**src/shared/ssc_defs.svh**
```systemverilog
// Offsets, field positions, reset values and match constants of the storm suppression control block.
// Assumes inclusion by bare name from the package and the design files; definitions only.
`ifndef SSC_DEFS_SVH
`define SSC_DEFS_SVH
`define SSC_ADDR_W 8
`define SSC_CTL_OFS 8'h00
`define SSC_PEN_OFS 8'h10
`define SSC_CNT_OFS 8'h14
`define SSC_CTL_RST 32'h0000_0000
`define SSC_PEN_RST 32'h0000_0000
`define SSC_CNT_RST 32'h0000_0000
`define SSC_CTL_WMASK 32'h0001_FFFF
`define SSC_GAP_BIT 16
`define SSC_B1_RATE_BIT 15
`define SSC_B1_DROP_BIT 14
`define SSC_B1_MASK_LSB 8
`define SSC_B0_RATE_BIT 7
`define SSC_B0_DROP_BIT 6
`define SSC_B0_MASK_LSB 0
`define SSC_CLS_UNI 0
`define SSC_CLS_MC_HIT 1
`define SSC_CLS_BC_LEN 2
`define SSC_CLS_BC_TYPE 3
`define SSC_CLS_RSV_MAC 4
`define SSC_CLS_MISS 5
`define SSC_LEN_TYPE_MIN 16'h0600
`define SSC_RSV_PREFIX 40'h01_80C2_0000
`define SSC_BCAST_DA 48'hFFFF_FFFF_FFFF
`define SSC_RESP_OKAY 2'h0
`define SSC_RESP_SLVERR 2'h2
`endif

```
**src/shared/ssc_pkg.sv**
```systemverilog
// Types shared by the storm suppression control block.
// Assumes ssc_defs.svh is on the include path.
`include "ssc_defs.svh"
package ssc_pkg;
	typedef struct packed {
		logic [14:0] rsvd;
		logic gap_in_rate_sel;
		logic b1_rate_mode;
		logic b1_drop_mode;
		logic [5:0] b1_class_mask;
		logic b0_rate_mode;
		logic b0_drop_mode;
		logic [5:0] b0_class_mask;
	} ssc_ctl_s;
	typedef struct packed {
		logic valid;
		logic [4:0] port;
		logic [47:0] da;
		logic [15:0] len_type;
		logic lookup_hit;
		logic full_duplex;
		logic over_b0;
		logic over_b1;
	} ssc_frame_s;
	typedef struct packed {
		logic valid;
		logic [4:0] port;
		logic [5:0] cls;
		logic charge_b0;
		logic charge_b1;
		logic drop;
		logic pause;
		logic jam;
	} ssc_verdict_s;
	typedef struct packed {
		logic en;
		logic [7:0] addr;
		logic [31:0] data;
		logic [3:0] strb;
	} ssc_wr_s;
	function automatic logic ssc_mapped(input logic [7:0] a);
		return (a == `SSC_CTL_OFS) || (a == `SSC_PEN_OFS) || (a == `SSC_CNT_OFS);
	endfunction
endpackage

```
**src/ssc_classify.sv**
```systemverilog
// Frame classifier: maps a frame's header facts onto the six suppression classes.
// Assumes the destination address has its first octet in bits 47:40; purely combinational.
`timescale 1ns/100ps
`default_nettype none
`include "ssc_defs.svh"
module ssc_classify (
	input wire logic [47:0] da, // Destination address.
	input wire logic [15:0] len_type, // Length/type field.
	input wire logic lookup_hit, // Destination lookup succeeded.
	output logic [5:0] cls // One bit per class.
);
	logic bcast;
	logic grp;
	always_comb begin
		bcast = (da == `SSC_BCAST_DA);
		grp = da[40];
		cls = 6'h00;
		cls[`SSC_CLS_UNI] = !grp;
		cls[`SSC_CLS_MC_HIT] = grp && !bcast && lookup_hit;
		cls[`SSC_CLS_BC_LEN] = bcast && (len_type < `SSC_LEN_TYPE_MIN);
		cls[`SSC_CLS_BC_TYPE] = bcast && (len_type >= `SSC_LEN_TYPE_MIN);
		cls[`SSC_CLS_RSV_MAC] = (da[47:8] == `SSC_RSV_PREFIX);
		cls[`SSC_CLS_MISS] = !lookup_hit;
	end
endmodule // ssc_classify
`default_nettype wire

```
**src/ssc_axil.sv**
```systemverilog
// AXI4-Lite slave front end: buffers write address and data, answers reads one cycle after acceptance.
// Assumes one clock and a synchronous active-low reset; register storage lives in the parent.
`timescale 1ns/100ps
`default_nettype none
`include "ssc_defs.svh"
module ssc_axil (
	input wire logic aclk, // Clock.
	input wire logic aresetn, // Synchronous reset, low active.
	input wire logic [7:0] s_axi_awaddr, // Write address.
	input wire logic s_axi_awvalid, // Write address valid.
	output logic s_axi_awready, // Write address ready.
	input wire logic [31:0] s_axi_wdata, // Write data.
	input wire logic [3:0] s_axi_wstrb, // Write byte strobes.
	input wire logic s_axi_wvalid, // Write data valid.
	output logic s_axi_wready, // Write data ready.
	output logic [1:0] s_axi_bresp, // Write response.
	output logic s_axi_bvalid, // Write response valid.
	input wire logic s_axi_bready, // Write response ready.
	input wire logic [7:0] s_axi_araddr, // Read address.
	input wire logic s_axi_arvalid, // Read address valid.
	output logic s_axi_arready, // Read address ready.
	output logic [31:0] s_axi_rdata, // Read data.
	output logic [1:0] s_axi_rresp, // Read response.
	output logic s_axi_rvalid, // Read data valid.
	input wire logic s_axi_rready, // Read data ready.
	output ssc_pkg::ssc_wr_s wr_o, // Register write strobe.
	output logic [7:0] rd_addr_o, // Register read address.
	input wire logic [31:0] rd_data_i // Register read data.
);
	logic [7:0] aw_addr_reg;
	logic [31:0] w_data_reg;
	logic [3:0] w_strb_reg;
	logic fire;
	assign fire = !s_axi_awready && !s_axi_wready && !s_axi_bvalid;
	assign wr_o = '{en: fire, addr: aw_addr_reg, data: w_data_reg, strb: w_strb_reg};
	assign rd_addr_o = s_axi_araddr;
	always_ff @(posedge aclk) begin
		if (!aresetn) begin
			s_axi_awready <= 1'b1;
			s_axi_wready <= 1'b1;
			s_axi_bvalid <= 1'b0;
			s_axi_bresp <= `SSC_RESP_OKAY;
			aw_addr_reg <= 8'h00;
			w_data_reg <= 32'h0000_0000;
			w_strb_reg <= 4'h0;
		end else begin
			if (s_axi_awvalid && s_axi_awready) begin
				aw_addr_reg <= s_axi_awaddr;
				s_axi_awready <= 1'b0;
			end
			if (s_axi_wvalid && s_axi_wready) begin
				w_data_reg <= s_axi_wdata;
				w_strb_reg <= s_axi_wstrb;
				s_axi_wready <= 1'b0;
			end
			if (fire) begin
				s_axi_awready <= 1'b1;
				s_axi_wready <= 1'b1;
				s_axi_bvalid <= 1'b1;
				s_axi_bresp <= ssc_pkg::ssc_mapped(aw_addr_reg) ? `SSC_RESP_OKAY : `SSC_RESP_SLVERR;
			end else if (s_axi_bvalid && s_axi_bready) begin
				s_axi_bvalid <= 1'b0;
			end
		end
	end
	always_ff @(posedge aclk) begin
		if (!aresetn) begin
			s_axi_arready <= 1'b1;
			s_axi_rvalid <= 1'b0;
			s_axi_rdata <= 32'h0000_0000;
			s_axi_rresp <= `SSC_RESP_OKAY;
		end else if (s_axi_arvalid && s_axi_arready) begin
			s_axi_arready <= 1'b0;
			s_axi_rvalid <= 1'b1;
			s_axi_rdata <= ssc_pkg::ssc_mapped(s_axi_araddr) ? rd_data_i : 32'h0000_0000;
			s_axi_rresp <= ssc_pkg::ssc_mapped(s_axi_araddr) ? `SSC_RESP_OKAY : `SSC_RESP_SLVERR;
		end else if (s_axi_rvalid && s_axi_rready) begin
			s_axi_rvalid <= 1'b0;
			s_axi_arready <= 1'b1;
		end
	end
endmodule // ssc_axil
`default_nettype wire

```
**src/ssc_storm_ctl.sv**
```systemverilog
// Storm suppression control: the global control word, per-port enables, a drop counter,
// and the per-frame verdict that charges the two rate buckets and picks drop or flow control.
// Assumes frame facts and bucket over-rate flags come from logic on the same clock.
`timescale 1ns/100ps
`default_nettype none
`include "ssc_defs.svh"
// Operation
// - Gap-inclusion bit makes meter count interframe gap.
// - Bucket 1 rate bit low: absolute rate.
// - Bucket 1 rate bit high: link-speed relative rate.
// - Bucket 0 rate bit picks absolute or relative.
// - Drop bit low: pause full duplex, jam half.
// - Drop bit high: discard monitored over-rate packets.
// - Bucket 1 meters classes set in bits 13:8.
// - Bucket 0 meters classes set in bits 5:0.
// - Class 0 unicast, class 1 multicast lookup hit.
// - Classes 2,3 broadcast below/at or above 0x0600 type.
// - Class 4 reserved bridge-group destination range.
// - Class 5 destination lookup failed.
// - Suppression only on ports with enable set.
module ssc_storm_ctl #(
	parameter int NPORTS = 16
) (
	input wire logic aclk, // Clock, 40 MHz.
	input wire logic aresetn, // Synchronous reset, low active.
	input wire logic [7:0] s_axi_awaddr, // Write address.
	input wire logic s_axi_awvalid, // Write address valid.
	output logic s_axi_awready, // Write address ready.
	input wire logic [31:0] s_axi_wdata, // Write data.
	input wire logic [3:0] s_axi_wstrb, // Write byte strobes.
	input wire logic s_axi_wvalid, // Write data valid.
	output logic s_axi_wready, // Write data ready.
	output logic [1:0] s_axi_bresp, // Write response.
	output logic s_axi_bvalid, // Write response valid.
	input wire logic s_axi_bready, // Write response ready.
	input wire logic [7:0] s_axi_araddr, // Read address.
	input wire logic s_axi_arvalid, // Read address valid.
	output logic s_axi_arready, // Read address ready.
	output logic [31:0] s_axi_rdata, // Read data.
	output logic [1:0] s_axi_rresp, // Read response.
	output logic s_axi_rvalid, // Read data valid.
	input wire logic s_axi_rready, // Read data ready.
	input wire ssc_pkg::ssc_frame_s frame_i, // Received frame facts.
	output ssc_pkg::ssc_verdict_s verdict_o, // Per-frame verdict.
	output logic gap_in_rate_sel, // Meters include interframe gap.
	output logic b0_rate_mode, // Bucket 0 rate relative to link speed.
	output logic b1_rate_mode // Bucket 1 rate relative to link speed.
);
	// ----------------------------------------------------------------
	// Elaboration check
	// ----------------------------------------------------------------
	if (NPORTS < 1 || NPORTS > 32) begin : g_bad_nports
		$error("NPORTS must lie between 1 and 32.");
	end

	// ----------------------------------------------------------------
	// Declarations
	// ----------------------------------------------------------------
	ssc_pkg::ssc_ctl_s ctl_reg;
	logic [NPORTS-1:0] pen_reg;
	logic [31:0] drop_cnt_reg;
	ssc_pkg::ssc_verdict_s verdict_next;
	ssc_pkg::ssc_wr_s wr;
	logic [7:0] rd_addr;
	logic [31:0] rd_data;
	logic [5:0] cls;
	logic [31:0] pen_wide;
	logic port_on;
	logic hit_b0;
	logic hit_b1;
	logic over0;
	logic over1;
	logic want_fc;

	// Merges write data into a register under byte strobes and a writable-bit mask.
	function automatic logic [31:0] merge(input logic [31:0] old, input logic [31:0] data,
		input logic [3:0] strb, input logic [31:0] wmask);
		logic [31:0] m;
		m = {{8{strb[3]}}, {8{strb[2]}}, {8{strb[1]}}, {8{strb[0]}}} & wmask;
		return (old & ~m) | (data & m);
	endfunction

	// ----------------------------------------------------------------
	// Bus slave and classifier
	// ----------------------------------------------------------------
	ssc_axil u_axil (
		.aclk(aclk),
		.aresetn(aresetn),
		.s_axi_awaddr(s_axi_awaddr),
		.s_axi_awvalid(s_axi_awvalid),
		.s_axi_awready(s_axi_awready),
		.s_axi_wdata(s_axi_wdata),
		.s_axi_wstrb(s_axi_wstrb),
		.s_axi_wvalid(s_axi_wvalid),
		.s_axi_wready(s_axi_wready),
		.s_axi_bresp(s_axi_bresp),
		.s_axi_bvalid(s_axi_bvalid),
		.s_axi_bready(s_axi_bready),
		.s_axi_araddr(s_axi_araddr),
		.s_axi_arvalid(s_axi_arvalid),
		.s_axi_arready(s_axi_arready),
		.s_axi_rdata(s_axi_rdata),
		.s_axi_rresp(s_axi_rresp),
		.s_axi_rvalid(s_axi_rvalid),
		.s_axi_rready(s_axi_rready),
		.wr_o(wr),
		.rd_addr_o(rd_addr),
		.rd_data_i(rd_data)
	);

	ssc_classify u_cls (
		.da(frame_i.da),
		.len_type(frame_i.len_type),
		.lookup_hit(frame_i.lookup_hit),
		.cls(cls)
	);

	// ----------------------------------------------------------------
	// Registers
	// ----------------------------------------------------------------
	always_ff @(posedge aclk) begin
		if (!aresetn) begin
			ctl_reg <= `SSC_CTL_RST;
		end else if (wr.en && wr.addr == `SSC_CTL_OFS) begin
			ctl_reg <= merge(ctl_reg, wr.data, wr.strb, `SSC_CTL_WMASK);
		end
	end

	always_ff @(posedge aclk) begin
		if (!aresetn) begin
			pen_reg <= NPORTS'(`SSC_PEN_RST);
		end else if (wr.en && wr.addr == `SSC_PEN_OFS) begin
			pen_reg <= NPORTS'(merge(32'(pen_reg), wr.data, wr.strb, 32'(({NPORTS{1'b1}}))));
		end
	end

	// A drop in the same cycle as a clearing write is kept, so the count restarts at one.
	always_ff @(posedge aclk) begin
		if (!aresetn) begin
			drop_cnt_reg <= `SSC_CNT_RST;
		end else if (wr.en && wr.addr == `SSC_CNT_OFS) begin
			drop_cnt_reg <= {31'h0000_0000, verdict_o.valid && verdict_o.drop};
		end else if (verdict_o.valid && verdict_o.drop) begin
			drop_cnt_reg <= drop_cnt_reg + 32'h0000_0001;
		end
	end

	always_comb begin
		case (rd_addr)
			`SSC_CTL_OFS: rd_data = ctl_reg;
			`SSC_PEN_OFS: rd_data = 32'(pen_reg);
			`SSC_CNT_OFS: rd_data = drop_cnt_reg;
			default: rd_data = 32'h0000_0000;
		endcase
	end

	assign gap_in_rate_sel = ctl_reg.gap_in_rate_sel;
	assign b0_rate_mode = ctl_reg.b0_rate_mode;
	assign b1_rate_mode = ctl_reg.b1_rate_mode;

	// ----------------------------------------------------------------
	// Per-frame verdict
	// ----------------------------------------------------------------
	// A bucket is charged when the port is enabled and any enabled class matches.
	// Drop and flow control are decided per bucket; both may apply to one frame.
	always_comb begin
		pen_wide = 32'(pen_reg);
		port_on = pen_wide[frame_i.port];
		hit_b0 = port_on && |(cls & ctl_reg.b0_class_mask);
		hit_b1 = port_on && |(cls & ctl_reg.b1_class_mask);
		over0 = hit_b0 && frame_i.over_b0;
		over1 = hit_b1 && frame_i.over_b1;
		want_fc = (over0 && !ctl_reg.b0_drop_mode) || (over1 && !ctl_reg.b1_drop_mode);
		verdict_next = '0;
		if (frame_i.valid) begin
			verdict_next.valid = 1'b1;
			verdict_next.port = frame_i.port;
			verdict_next.cls = cls;
			verdict_next.charge_b0 = hit_b0;
			verdict_next.charge_b1 = hit_b1;
			verdict_next.drop = (over0 && ctl_reg.b0_drop_mode) || (over1 && ctl_reg.b1_drop_mode);
			verdict_next.pause = want_fc && frame_i.full_duplex;
			verdict_next.jam = want_fc && !frame_i.full_duplex;
		end
	end

	always_ff @(posedge aclk) begin
		if (!aresetn) begin
			verdict_o <= '0;
		end else begin
			verdict_o <= verdict_next;
		end
	end
endmodule // ssc_storm_ctl
`default_nettype wire

```
**config.mk**
```make
export PLATFORM = sky130hd
export DESIGN_NAME = ssc_storm_ctl
export DESIGN_NICKNAME = d
export VERILOG_FILES = /design/src/shared/ssc_pkg.sv /design/src/ssc_classify.sv /design/src/ssc_axil.sv /design/src/ssc_storm_ctl.sv
export VERILOG_INCLUDE_DIRS = /design/src /design/src/shared
export SDC_FILE = /design/constraint.sdc
export NUM_CORES = 1
export LEC_CHECK = 0
export ABC_AREA = 1
export BUFFER_PORTS_ARGS = -buffer_cell sky130_fd_sc_hd__buf_2
export CAP_MARGIN = 20
export CORE_MARGIN = 8
export CORE_UTILIZATION = 24
export DETAILED_ROUTE_END_ITERATION = 16
export PLACE_DENSITY = 0.41
export SLEW_MARGIN = 25
export SYNTH_ARGS = -nofsm -noshare
export SYNTH_HDL_FRONTEND = slang
export SYNTH_SLANG_ARGS = --single-unit
export TNS_END_PERCENT = 20
```
**constraint.sdc**
```tcl
create_clock -name aclk -period 3.7 [get_ports aclk]
set_input_delay 0.185 -clock aclk [delete_from_list [all_inputs] [get_ports aclk]]
set_output_delay 0.185 -clock aclk [all_outputs]
set_load 0.005 [all_outputs]
```
# After elaboration in Yosys (flattened, before gate mapping)
# Index checks and enable logic that the tools add are counted.
[totals]
regBits = 181
input_bits = 133
word_cells = 116
[op_classes]
add_sub_neg = 1
n_lt_le_gt_ge = 3
n_eq_ne = 6
muxes = 15
bitwise = 11
n_reduce_logical = 50
[ops]
columns = ["op", "count"]
rows = [
  ["$pmux W32 S3", 1],
  ["$eq A48 B48 Y1 const B", 1],
  ["$eq A40 B33 Y1 const B", 1],
  ["$add A32 B1 Y32 const B", 1],
  ["$and A16 B16 Y16", 2],
  ["$and A32 B17 Y32", 1],
  ["$and A32 B32 Y32", 1],
  ["$eq A8 B5 Y1 const B", 4],
  ["$mux W32", 1],
  ["$not A17 Y32", 1],
  ["$or A32 B32 Y32", 1],
  ["$logic_and A1 B1 Y1", 25],
  ["$mux W17", 1],
  ["$ge A16 B11 Y1 const B", 1],
  ["$logic_not A8 Y1", 2],
  ["$lt A16 B11 Y1 const B", 1],
  ["$not A16 Y16", 1],
  ["$or A16 B16 Y16", 1],
  ["$and A6 B6 Y6", 2],
  ["$reduce_or A6 Y1", 2],
  ["$logic_not A1 Y1", 9],
  ["$mux W1", 9],
  ["$logic_or A1 B1 Y1", 6],
  ["$lt A5 B6 Y1 const B", 1],
  ["other kinds (6)", 10],
]

# Longest topological paths before layout
[depth]
word_depth = 12
depth_mapped = 12

# Cells and area by module
# A second synthesis with hierarchy kept.
[hier_totals]
hier_cells = 1050
area_unflattened_um2 = 7548.5
[by_module_without_submodules]
columns = ["mod", "n_inst", "cells_per_inst", "area_per_inst_um2"]
rows = [
  ["ssc_storm_ctl", 1, 609, 4097.7],
  ["ssc_axil", 1, 350, 3070.4],
  ["ssc_classify", 1, 91, 380.4],
]

# Least setup slack after synthesis
# OpenSTA, ideal clock, no wires.
[synth_path]
kind = "register to register"
from = "register drop_cnt_reg[1]"
to = "register drop_cnt_reg[26]"
setup_ns = 0.122
arrival_time_ns = 1.568
required_time_ns = 3.578
slack_ns = 2.010
stages_incl_launch_ff = 11
path_buffers = 0
synth_period_minus_slack_ns = 1.690
path_cell_list = "dfxtp_1 ha_1 inv_1 nor3_2 nand3_1 nor2_2 nand2_2 nor2_4 nand2_1 nor3_1 nor3b_2"
[synth_via]
elab_chain_cells = 1
[synth_lines]
columns = ["item", "line", "source"]
rows = [
  ["start: declaration", "ssc_storm_ctl.sv:61", "logic [31:0] drop_cnt_reg;"],
  ["start signal: assignment", "ssc_storm_ctl.sv:140", "drop_cnt_reg <= `SSC_CNT_RST;"],
  ["start signal: assignment", "ssc_storm_ctl.sv:142", "drop_cnt_reg <= {31'h0000_0000, verdict_o.valid && verdict_o.drop};"],
  ["start signal: assignment", "ssc_storm_ctl.sv:144", "drop_cnt_reg <= drop_cnt_reg + 32'h0000_0001;"],
  ["$add A32 B1 Y32", "ssc_storm_ctl.sv:144", ""],
]
# Every way passes these cells.
# A chain may end at the register's enable or synchronous reset.

# Worst setup path after layout
[layout_path]
from = "register drop_cnt_reg[1]"
to = "register drop_cnt_reg[30]"
# Same word-level chain as after synthesis.

==> metrics.csv <==
metric,value,unit
run status,"finished, final reports clean",
final setup vio count,0,
endpoints failing hold,0,
Peak VDD IR,0.312,mV
syn_area_per_cell,7.06,um^2
Worst Setup EP,drop_cnt_reg[30]$_SDFFE_PP0P_,
P&R area growth vs syn,26.7,%
routability cong.,0.810,
storage element area,2980,um^2
FF-to-FF Start,drop_cnt_reg[1]$_SDFFE_PP0P_,
Pins Over Slew Limit,0,
Max Clock Skew,0.00884,ns
RSZ-0062 raised after global routing,false,
crit path cell chain,"ha_1, inv_1, nor3_2, nand3_1, nor2_2, nand2_2, nor2_4, nand3_2, o21ai_0, a21oi_1",
Netlist Area Pre-Place,6640,um^2
clock root cell,clkbuf_16,
number of cells on the worst reg-to-reg path,10,
initial core utilization,0.242,
global-route wire length before repair,35.4,mm
static leakage,3.40,nW
vias in the first global route,6295,
CTS tree,built,
R2R Setup Slk,1.67,ns
# DRC,0,
crit path kind,reg -> reg,
drt first-iter violations,279,
Reg-to-Reg End,drop_cnt_reg[30]$_SDFFE_PP0P_,
Initial DRT Pass Iterations,5,
detailed placer's ending HPWL,17.2,mm
post-layout util,0.306,
post-CTS setup buffers,0,
top-area cell type share of the netlist area,0.449,
PortBufs,166,
Syn Inst Count,940,
Critical path origin,drop_cnt_reg[1]$_SDFFE_PP0P_,
Sink Count,149,
min Tclk post-route,2.03,ns
crit start category,register,
core area,27500,um^2
DRT Wirelength,22.1,mm
Slew headroom,0.504,
final setup TNS,0,ns
kind of end point of the critical path,register,
GRT Util Overall,0.134,
pin count of the biggest net entering global routing,42,
pre-CTS setup slack,1.45,ns
Max Buffers Root-to-Sink,2,
"Reg clk slew, reported paths",0.07,ns
HP Start,s_axi_wdata[6],
antenna violations before repair,0,
critical path depth,10,
total CTS buffers,17,
insertion delay to the later sink of the worst-skew pair,0.43,ns
slew of the pin with the lowest slew margin,0.743,ns
CP top delay family,simple AND/OR/NAND/NOR gates,
Die Height,182,um
share of cells above drive strength 1,0.213,
Antenna Nets Post-Route,0,
total of warnings raised by yosys,0,
arrival time of the worst setup path,2.33,ns
DR vias/cell,4.37,
Die ar.,33200,um^2
final worst-path cycle share,0.548,
Final #Nets,1236,
HP Class,in -> reg,
Antenna Cells,0,
H-tree levels,4,
Peak Freq,494,MHz
DIE WIDTH,182,um
row count,61,
worst path bufs/invs,1,
Crit Path Max Fanout,5,
Vias,6384,
PnR worst setup slack,1.67,ns
fill count,3078,
number of max-cap violations,0,
area of the multi-input gates,3150,um^2
total global routing overflow,0,
Critical Path RT,4.01,ns
CP max-delay cell,dfxtp_1,
count of different cell masters after synthesis,36,
Avg WL per Cell,15.1,um
Pwr Density,424,nW/um^2
crit-path max cell delay,0.44,ns
#FFs+latches synth,149,
synth top area cells,"dfxtp_1 (45%), nand2_1 (11%), nor2_1 (8.5%)",
Yosys top cell by area,dfxtp_1,
sequential area share after synthesis,0.449,
number of I/O pins,194,
## metal layers
metal	up-vias	part of all wire	track usage
met2	119	0.47	0.225
met4	0	0.0074	0.0335
li1	3385	-	-
met1	2873	0.47	0.170
met3	7	0.049	0.0338
met5	-	0	0
## Yosys cell counts (all sizes together)
library cell,count
o21ai,77
clkinv,1
inv,94
nand3,52
nor3,21
buf,11
xnor2,3
o21a,2
o211ai,6
xor2,11
nor2,160
dfxtp,149
o221ai,8
nand2,193
nor3b,2
conb,1
nand4,12
o22ai,9
ha,1
nand3b,1
a21oi,95
clkbuf,25
or2,5
nor4,1
## how the worst min path moves through the flow
stage                                                    to  slack [ns]  depth (start not counted)
after detailed placement           verdict_o[15]$_SDFF_PN0_        0.43                          3
after floorplan                    verdict_o[10]$_SDFF_PN0_        0.26                          1
after global routing               verdict_o[10]$_SDFF_PN0_        0.02                          2
after CTS                 u_axil.w_data_reg[6]$_SDFFE_PN0P_       0.003                          3
final                     u_axil.w_data_reg[6]$_SDFFE_PN0P_        0.02                          3
after global placement              verdict_o[1]$_SDFF_PN0_        0.43                          3
## cell type report
cell class,instances,share of cell area
Clock inverter,14,0.0144
Multi-Input combinational cell,661,0.375
Timing Repair Buffer,178,0.111
Sequential cell,149,0.355
Tap cell,346,0.0515
Clock buffer,18,0.0510
Inverter,95,0.0424
## where the power goes
group	total, mW	internal, mW	switching, mW
combinational	0.261	0.101	0.160
clock	1.63	0.879	0.754
sequential	1.67	1.64	0.0281
## repair_timing
item	in CTS	in global routing
hold endpoints to repair	7	0
gates resized for setup	0	0
endpoints found under the setup margin	0	0
hold buffers	6	0
## worst register-to-register path, stage by stage (launching register included)
cell	delay [ns]
dfxtp_1	0.44
ha_1	0.19
inv_1	0.06
nor3_2	0.25
nand3_1	0.16
nor2_2	0.18
nand2_2	0.11
nor2_4	0.14
nand3_2	0.12
o21ai_0	0.17
a21oi_1	0.08
## metrics by stage
step	cell area (um^2)	hold WS [ns]	power, mW	std cells
final	8410	0.0160	3.56	1461
after global placement	7800	0.433	1.97	1423
after floorplan	6640	0.257	1.84	941
after global routing	8410	0.0168	3.73	1461
after CTS	8410	0.00335	3.63	1461
after detailed placement	7800	0.427	1.97	1423
## cells by family (layout without fill, tap and decap cells)
family          after synthesis  after routing  synth area share
compound gates              197            197             0.158
xor+xnor                     14             14            0.0185
fa+ha+maj                     1              1           0.00189
buf+inv                     131            305            0.0765
flops                       149            149             0.449
other cells                   1              2          0.000565
simple gates                447            447             0.295
## placed cells by master, fill, tap and decap left out, types with 11 or more instances in the layout
master,instances
buf_2,166
o21ai_0,73
a21oi_1,95
nand4_1,11
dfxtp_1,149
nand3_1,49
clkbuf_16,17
nor2_1,151
nand2_1,188
nor3_1,15
inv_1,90
xor2_1,11
(Power assumes the default switching activity.)
